$ cat config.mk
export PLATFORM = sky130hd
export DESIGN_NAME = agu_core
export DESIGN_NICKNAME = d
export VERILOG_FILES = /design/src/include/agu_pkg.sv /design/src/design/agu_core.sv
export SDC_FILE = /design/constraint.sdc
export NUM_CORES = 1
export LEC_CHECK = 0
export BUFFER_PORTS_ARGS = -buffer_cell sky130_fd_sc_hd__buf_2
export CORE_UTILIZATION = 48
export DETAILED_ROUTE_END_ITERATION = 10
export GPL_ROUTABILITY_DRIVEN = 0
export PLACE_DENSITY = 0.84
export REMOVE_ABC_BUFFERS = 1
export SYNTH_ARGS = -nofsm -noshare
export SYNTH_HDL_FRONTEND = slang
export SYNTH_SLANG_ARGS = --single-unit
$ cat constraint.sdc
create_clock -name clk -period 2.9 [get_ports clk]
set_input_delay 0.58 -clock clk [delete_from_list [all_inputs] [get_ports clk]]
set_output_delay 0.58 -clock clk [all_outputs]
set_load 0.02 [all_outputs]
$ cat src/include/agu_pkg.sv
// package of constants and carriers for the address generation block
package agu_pkg;
    localparam logic [15:0] CALL_PAGE_BASE = 16'h0800;
    localparam logic [15:0] CALL_PAGE_LAST = 16'h0fff;
    localparam logic [15:0] VEC_TABLE_BASE = 16'h0040;
    localparam logic [15:0] VEC_TABLE_LAST = 16'h007f;
    localparam logic [7:0] SADDR_HIGH = 8'hfe;
    localparam logic [7:0] SADDR_WRAP = 8'h20;
    localparam logic [7:0] SFR_HIGH = 8'hff;
    localparam int VEC_LSB = 1;
    localparam int VEC_MSB = 5;
    // byte register indices
    localparam logic [2:0] REG_X = 3'h0;
    localparam logic [2:0] REG_A = 3'h1;
    localparam logic [2:0] REG_C = 3'h2;
    localparam logic [2:0] REG_B = 3'h3;
    localparam logic [2:0] REG_E = 3'h4;
    localparam logic [2:0] REG_D = 3'h5;
    localparam logic [2:0] REG_L = 3'h6;
    localparam logic [2:0] REG_H = 3'h7;
    // pair indices
    localparam logic [1:0] RP_AX = 2'h0;
    localparam logic [1:0] RP_BC = 2'h1;
    localparam logic [1:0] RP_DE = 2'h2;
    localparam logic [1:0] RP_HL = 2'h3;

    typedef enum logic [1:0] {BR_NONE, BR_LONG, BR_PAGE, BR_VECTOR} agu_br_e;
    typedef enum logic [2:0] {OP_NONE, OP_DIRECT, OP_SHORT, OP_SFR, OP_INDIRECT,
        OP_BASED, OP_INDEXED, OP_IMPLIED} agu_op_e;

    // decoded request from the instruction decoder
    typedef struct packed {
        agu_br_e br;
        agu_op_e op;
        logic [7:0] opcode;
        logic [15:0] imm16;
        logic [7:0] imm8;
        logic [2:0] reg_code;
        logic idx_sel_b;
        logic ind_sel_hl;
    } agu_req_s;

    // generated addresses, registered
    typedef struct packed {
        logic pc_load;
        logic [15:0] pc;
        logic vec_fetch;
        logic [15:0] vec_addr;
        logic mem_valid;
        logic [15:0] mem_addr;
        logic [4:0] reg_index;
        logic [4:0] acc_index;
        logic [4:0] acc_pair_index;
    } agu_rsp_s;
endpackage

$ cat src/design/agu_core.sv
// address generation for branch targets and operand addresses
`timescale 1ns/1ps
// Summary of operation
// - long call and branch load the full 16-bit target into the PC.
// - short page call lands only inside 0800H to 0FFFH.
// - table call uses opcode bits 1 to 5 to pick an entry, loads it.
// - vector table sits at 40H to 7FH; entries may point anywhere.
// - register jump copies the AX pair into the PC.
// - multiply uses A as multiplicand, product goes to AX.
// - word divide reads dividend from AX and writes quotient to AX.
// - decimal adjust and digit rotates operate on A.
// - byte register chosen by 3-bit code inside the selected bank.
// - X,A,C,B,E,D,L,H are 0..7; AX,BC,DE,HL are pairs 0..3.
// - direct addressing uses the 16-bit immediate unchanged.
// - short direct maps the byte into FE20H to FF1FH.
// - bit 8 clear for 20H..FFH, set for 00H..1FH, upper bits ones.
// - high-speed RAM at FE20H..FEFFH, registers at FF00H..FF1FH.
// - register addressing reaches FF00H..FFCFH and FFE0H..FFFFH; the code maps FFD0H..FFDFH as well.
// - register indirect uses banked DE or HL as the address.
// - based adds zero-extended offset to banked HL, carry dropped.
// - based indexed adds zero-extended B or C to HL, carry dropped.
module agu_core
(
    input wire logic clk,
    input wire logic rstn,
    input wire agu_pkg::agu_req_s req,
    input wire logic bank_select_low,
    input wire logic bank_select_high,
    input wire logic [15:0] vec_data,
    input wire logic [63:0] bank_file,
    output agu_pkg::agu_rsp_s rsp
);

    ////////////////////////////////////////////////////////////////////////
    // reset release through two flops
    logic rst_meta_r;
    logic rst_sync_r;

    always_ff @(posedge clk or negedge rstn)
    begin
        if (!rstn)
        begin
            rst_meta_r <= 1'b0;
            rst_sync_r <= 1'b0;
        end
        else
        begin
            rst_meta_r <= 1'b1;
            rst_sync_r <= rst_meta_r;
        end
    end

    ////////////////////////////////////////////////////////////////////////
    // register bank helpers
    // bank_file holds the eight bytes of the currently selected bank, index 0 at bits 7:0
    function automatic logic [4:0] bank_index(input logic [1:0] bank, input logic [2:0] code);
        bank_index = {bank, code};
    endfunction

    function automatic logic [7:0] reg_byte(input logic [63:0] file, input logic [2:0] code);
        reg_byte = file[code * 8 +: 8];
    endfunction

    function automatic logic [15:0] reg_pair(input logic [63:0] file, input logic [1:0] rp);
        reg_pair = {file[rp * 16 + 8 +: 8], file[rp * 16 +: 8]};
    endfunction

    logic [1:0] bank;
    logic [15:0] hl_pair;
    logic [15:0] ax_pair;
    logic [7:0] idx_byte;
    logic [7:0] short_hi;

    assign bank = {bank_select_high, bank_select_low};
    assign hl_pair = reg_pair(bank_file, agu_pkg::RP_HL);
    assign ax_pair = reg_pair(bank_file, agu_pkg::RP_AX);
    assign idx_byte = req.idx_sel_b ? reg_byte(bank_file, agu_pkg::REG_B)
                                    : reg_byte(bank_file, agu_pkg::REG_C);
    // bit 8 follows the wrap so the window stays contiguous
    assign short_hi = (req.imm8 < agu_pkg::SADDR_WRAP) ? agu_pkg::SFR_HIGH
                                                       : agu_pkg::SADDR_HIGH;

    ////////////////////////////////////////////////////////////////////////
    // branch target generation
    logic [15:0] vec_entry;
    assign vec_entry = agu_pkg::VEC_TABLE_BASE
        | {10'h000, req.opcode[agu_pkg::VEC_MSB:agu_pkg::VEC_LSB], 1'b0};

    // vector fetch is issued first; the entry arrives on vec_data the next cycle
    logic vec_wait_r;

    always_ff @(posedge clk or negedge rst_sync_r)
    begin
        if (!rst_sync_r)
        begin
            rsp.pc_load <= 1'b0;
            rsp.pc <= 16'h0000;
            rsp.vec_fetch <= 1'b0;
            rsp.vec_addr <= 16'h0000;
            vec_wait_r <= 1'b0;
        end
        else
        begin
            rsp.pc_load <= 1'b0;
            rsp.vec_fetch <= 1'b0;
            vec_wait_r <= 1'b0;
            if (vec_wait_r)
            begin
                rsp.pc_load <= 1'b1;
                rsp.pc <= vec_data;
            end
            else
            begin
                unique case (req.br)
                    agu_pkg::BR_NONE:
                    begin
                        if (req.op == agu_pkg::OP_IMPLIED && req.reg_code == agu_pkg::REG_X)
                        begin
                            rsp.pc_load <= 1'b1;
                            rsp.pc <= ax_pair;
                        end
                    end
                    agu_pkg::BR_LONG:
                    begin
                        rsp.pc_load <= 1'b1;
                        rsp.pc <= req.imm16;
                    end
                    agu_pkg::BR_PAGE:
                    begin
                        rsp.pc_load <= 1'b1;
                        rsp.pc <= agu_pkg::CALL_PAGE_BASE
                                  | {5'h00, req.imm16[10:0]};
                    end
                    agu_pkg::BR_VECTOR:
                    begin
                        rsp.vec_fetch <= 1'b1;
                        rsp.vec_addr <= vec_entry;
                        vec_wait_r <= 1'b1;
                    end
                endcase
            end
        end
    end

    ////////////////////////////////////////////////////////////////////////
    // operand address generation
    always_ff @(posedge clk or negedge rst_sync_r)
    begin
        if (!rst_sync_r)
        begin
            rsp.mem_valid <= 1'b0;
            rsp.mem_addr <= 16'h0000;
        end
        else
        begin
            rsp.mem_valid <= 1'b1;
            unique case (req.op)
                agu_pkg::OP_DIRECT: rsp.mem_addr <= req.imm16;
                agu_pkg::OP_SHORT: rsp.mem_addr <= {short_hi, req.imm8};
                agu_pkg::OP_SFR: rsp.mem_addr <= {agu_pkg::SFR_HIGH, req.imm8};
                agu_pkg::OP_INDIRECT:
                    rsp.mem_addr <= reg_pair(bank_file, req.ind_sel_hl ? agu_pkg::RP_HL
                                                                      : agu_pkg::RP_DE);
                agu_pkg::OP_BASED:
                    rsp.mem_addr <= 16'(hl_pair + {8'h00, req.imm8});
                agu_pkg::OP_INDEXED:
                    rsp.mem_addr <= 16'(hl_pair + {8'h00, idx_byte});
                default:
                begin
                    rsp.mem_valid <= 1'b0;
                    rsp.mem_addr <= 16'h0000;
                end
            endcase
        end
    end

    ////////////////////////////////////////////////////////////////////////
    // register file indices; implied forms always point at A and AX
    always_ff @(posedge clk or negedge rst_sync_r)
    begin
        if (!rst_sync_r)
        begin
            rsp.reg_index <= 5'h00;
            rsp.acc_index <= 5'h00;
            rsp.acc_pair_index <= 5'h00;
        end
        else
        begin
            rsp.reg_index <= bank_index(bank, req.reg_code);
            rsp.acc_index <= bank_index(bank, agu_pkg::REG_A);
            rsp.acc_pair_index <= bank_index(bank, agu_pkg::REG_X);
        end
    end
endmodule // agu_core

Yosys cells after proc, flatten, opt, wreduce, memory -nomap -nowiden
Cells that the tools add are included.
{ "op_classes": {"n_bitwise": 1, "n_mux": 12, "reduce_logical": 7, "shift": 2, "n_lt_le_gt_ge": 1, "n_addsub": 3, "eq_ne": 11} }
{ "ops": {"columns": ["op", "n"], "rows": [
  ["16-bit case mux with 6 select lines", 1],
  ["17-bit 2-to-1 mux", 4],
  ["64-bit by 7-bit indexed part select with 8-bit output", 1],
  ["64-bit by 8-bit indexed part select with 8-bit output", 1],
  ["17-bit case mux with 3 select lines", 1],
  ["16-bit by 8-bit adder with 16-bit output", 2],
  ["3-bit equality test (second input constant)", 4],
  ["8-bit by 6-bit less-than comparator with 1-bit output (second input constant)", 1],
  ["8-bit 2-to-1 mux", 1],
  ["6-bit by 4-bit adder with 7-bit output (second input constant)", 1],
  ["3-bit by 2-bit equality test with 1-bit output (second input constant)", 2],
  ["6-bit OR reduction", 1],
  ["1-bit 2-to-1 mux", 5],
  ["2-bit equality test (second input constant)", 2],
  ["2-bit AND reduction", 2],
  ["4-bit nonzero test", 1],
  ["3-bit by 1-bit equality test with 1-bit output (second input constant)", 1],
  ["3-bit logical NOT", 1],
  ["3-bit != test (second input constant)", 1],
  ["2-bit by 1-bit equality test with 1-bit output (second input constant)", 1],
  ["2-bit logical NOT", 1],
  ["1-bit logical AND", 1],
  ["1-bit inverter", 1]
]} }
{ "totals": {"wordCells": 49, "reg_bits": 54} }

Depth between registers and ports, before layout
{ "depth": {"depth_word": 5, "mapped_depth": 13, "ltp_nobuf": 11} }

Worst setup path before layout
Ideal clock, no wire load.
{ "synth_timing": {"path_kind": "input to register", "from": "input port req[39] in the netlist's numbering", "to": "register rsp[22] in the netlist's numbering", "setup_slack_ns": 0.076, "arrival_ns": 2.704, "setup_ns": 0.120, "cell_stages": 11, "path_cell_list": "clkbuf_1 > nand3b_1 > clkbuf_1 > nand2_1 > o21ai_0 > ha_1 > a21o_1 > a21oi_1 > a21oi_1 > or3_1 > a31o_2"} }
{ "synth_via": {"elab_chain_len": 2, "elab_cells_between_ends": 7} }
{ "synth_lines": {"columns": ["element", "line_no", "text"], "rows": [
  ["start: declaration", "agu_core.sv:26", "input wire agu_pkg::agu_req_s req,"],
  ["3-bit equality test, or another cell as far along", "agu_core.sv:157", "unique case (req.op)"],
  ["16-bit case mux with 6 select lines *", "agu_core.sv:157", null],
  ["end: declaration", "agu_core.sv:31", "output agu_pkg::agu_rsp_s rsp"]
]} }
Mark *: on every way between the ends. The rest lies on a longest branch, timed or not.
A chain may end at the register's enable or synchronous reset.

Worst setup path after layout
{ "layout_timing": {"from": "input port req[37] in the netlist's numbering", "to": "register rsp[25] in the netlist's numbering"} }
Same word-level chain as after synthesis.

==> results.cfg <==
[hold_path]
hp-class = primary input to asynchronous set/reset pin

[setup_path]
slowest_stage = nand3b_1
critPathLaunchType = primary input
crit_path_end_kind = flip-flop
max_stage_delay_ps = 350
startpoint = req[37]
r2r-end = rsp[37]
cp_max_fo = 9
path_cells = buf_2 -> nand3b_1 -> buf_4 -> o21ai_0 -> ha_1 -> a21oi_1 -> nor3b_1 -> buf_4 -> a21oi_1 -> xnor2_1 -> o21ai_0
r2r_cells = 2
r2r-start = rsp[48]
crit_required_ps = 3120
cp-endpoint = rsp[25]
path_class = primary input to flip-flop
critical_path_arrival_ps = 2830
reg2reg_slack_ps = 1170

[cts]
cts.clk_slew.worst_paths_ps = 100
htreeDepth = 2
cts_tree = built
cts_root_buf = clkbuf_8
clock_latency_ps = 300
cts_setup_buffers = 0
cts_num_sinks = 49
cts_buffers = 5
ctsLongestPathBuffers = 2

[pwr]
p_per_area_nw_per_um2 = 435.3
power.total_mw = 1.862
power.leakage_nw = 2.207
peakVddDrop_uv = 186.5

[route]
via_count = 3392
drc_errors = 0
viasPerCell = 5.653
wire_per_inst_um = 16.20
wl_um = 9720
ant_nets = 0
drt_iter0_markers = 124
drt_pass1_iterations = 5

[placed_design]
dp_cells = 592
numPortBuffers = 173
hpwlAfterDp_um = 7494
pre_cts_ws_ps = -58.07

[timing]
tightest_slew_ps = 1058
relSlewSlack_pct = 29.50
clock.fmax_ghz = 0.3823
setup_viol = 0
fin_crit_sh_pct = 90.20
tns_ps = 0
rsz0062_at_grt = no
min_period_ps = 2616
drv_slew = 0
clock_skew_ps = 6.178
final-hold-violation-count = 0
fin_ws_ps = 284.2

[global_routing]
grt.total_usage_pct = 26.35
grt_overflow = 0
grt_max_degree = 48
grt_pass1_vias = 3176
grt_pass1_wl_um = 15120
antenna_found_initial = 0

[finish]
num-nets-final = 660
final_cells = 600
areaGrowthSynthToFinish_pct = 27.96
drive_gt1_share_pct = 39.23
antenna_cells = 0

[yosys]
synthCells = 356
yosys_warnings = 0
ys_types = 49
netlist_top_cells_area = dfrtp_1 37%, mux2i_1 7.2%, a22oi_1 5.4%
synth_most_common_cell = dfrtp_1
synth_seq_cells = 49
ys_top_cells_by_count = 49 x dfrtp_1, 30 x nand2_1, 27 x o21ai_0, 24 x a22oi_1, 24 x mux2i_1
synth_top_area_share_pct = 36.68
syn_area_um2 = 3343
syn_area_per_cell_um2 = 9.391
synth_edf_count = 0
synthArstFlopShare_pct = 100.0
synth_seq_area_share_pct = 36.68
ys.flop_type = dfrtp_1
yosysTopAreaCell = dfrtp_1

[status]
status = completed

[floorplanning]
core_area_um2 = 6756
core.rowCount = 30
die_h_um = 85.46
die_area_um2 = 7303
die_w_um = 85.46
initial_core_util_pct = 49.48
ioPinCount = 192

[run]
max-cap-violations = 0
==> sequential cells by signal, summed over array words and instances (netlist names) <==
signal      flops
rsp            47
rst_meta_r      1
rst_sync_r      1
==> report_power, final <==
group          total (mW)  internal (mW)  switching [mW]
Sequential          0.805          0.759          0.0457
Clock               0.414          0.172           0.242
Combinational       0.644          0.268           0.376
==> metal layers <==
metal / part of all wire (%) / global-route usage [%]
met1: 41 / 32.55
met2: 50 / 45.45
met3: 6.7 / 4.669
met4: 3.0 / 10.76
met5: 0 / 0
==> kinds of logic after synthesis <==
| group | Yosys count | synth area share [%] |
|---|---|---|
| flops | 49 | 36.68 |
| xor+xnor | 9 | 2.358 |
| fa+ha+maj | 15 | 5.838 |
| simple gates | 71 | 11.30 |
| buf+inv | 50 | 8.870 |
| other cells | 2 | 0.2246 |
| compound gates | 131 | 25.86 |
| mux | 29 | 8.870 |
==> metrics by stage <==
stage / area, um2 / hold WS (ps) / util [%]
floorplan: 3126 / 284.4 / -
global placement: 4183 / 337.6 / 61.91
detailed placement: 4183 / 336.3 / 61.91
CTS: 4273 / 39.67 / 63.24
global route: 4278 / 35.87 / 63.31
finish: 4278 / 49.85 / 63.31
==> final cells by class <==
type                    instances  area (um2)
clock buffers                   5       68.82
flip-flops and latches         49        1227
clock inverters                 3       21.27
multi-input cells             272        1882
inverters                       6       22.52
well taps                      80       100.1
fillers                       572        2479
repair buffers                185       955.9
==> critical path: cells and delay by family <==
kind	cells	cell delay (ps)
xor+xnor	1	140
simple gates	2	560
buf+inv	3	530
compound gates	4	720
fa+ha+maj	1	300
==> placed cells by master, fill, tap and decap left out, types with 2 or more instances in the layout <==
| cell | instances |
|---|---|
| mux2i_1 | 24 |
| o21ai_0 | 27 |
| nand4b_1 | 4 |
| buf_4 | 12 |
| a22o_1 | 15 |
| or2_2 | 2 |
| a21o_1 | 4 |
| inv_1 | 6 |
| nor3b_1 | 2 |
| a21oi_1 | 18 |
| dfrtp_1 | 48 |
| mux2_2 | 5 |
| o21ai_1 | 14 |
| a22oi_1 | 24 |
| o22ai_1 | 6 |
| o221ai_1 | 2 |
| nor4b_1 | 2 |
| buf_2 | 173 |
| nand2_1 | 30 |
| o22a_1 | 8 |
| nor2_1 | 6 |
| nor2b_1 | 5 |
| nand3_1 | 7 |
| conb_1 | 17 |
| o21a_1 | 2 |
| xnor2_1 | 9 |
| a31oi_1 | 3 |
| ha_1 | 14 |
| nor3_1 | 4 |
| clkbuf_8 | 5 |
==> how the worst min path moves through the flow <==
| stage | start | to | cells past startpoint |
|---|---|---|---|
| 2_1_floorplan | rstn | rst_meta_r | 0 |
| 3_3_place_gp | rst_meta_r | rst_sync_r | 0 |
| 3_5_place_dp | rst_meta_r | rst_sync_r | 0 |
| 4_1_cts | rstn | rst_sync_r | 1 |
| 5_1_grt | rstn | rst_sync_r | 1 |
| 6_report | rstn | rst_sync_r | 1 |
==> repair_timing <==
item	4_1_cts	5_1_grt
hold buffers	0	0
endpoints found under the hold margin	0	0
gates resized for setup	0	1
setup endpoints to repair	0	1
(Power assumes the default switching activity.)
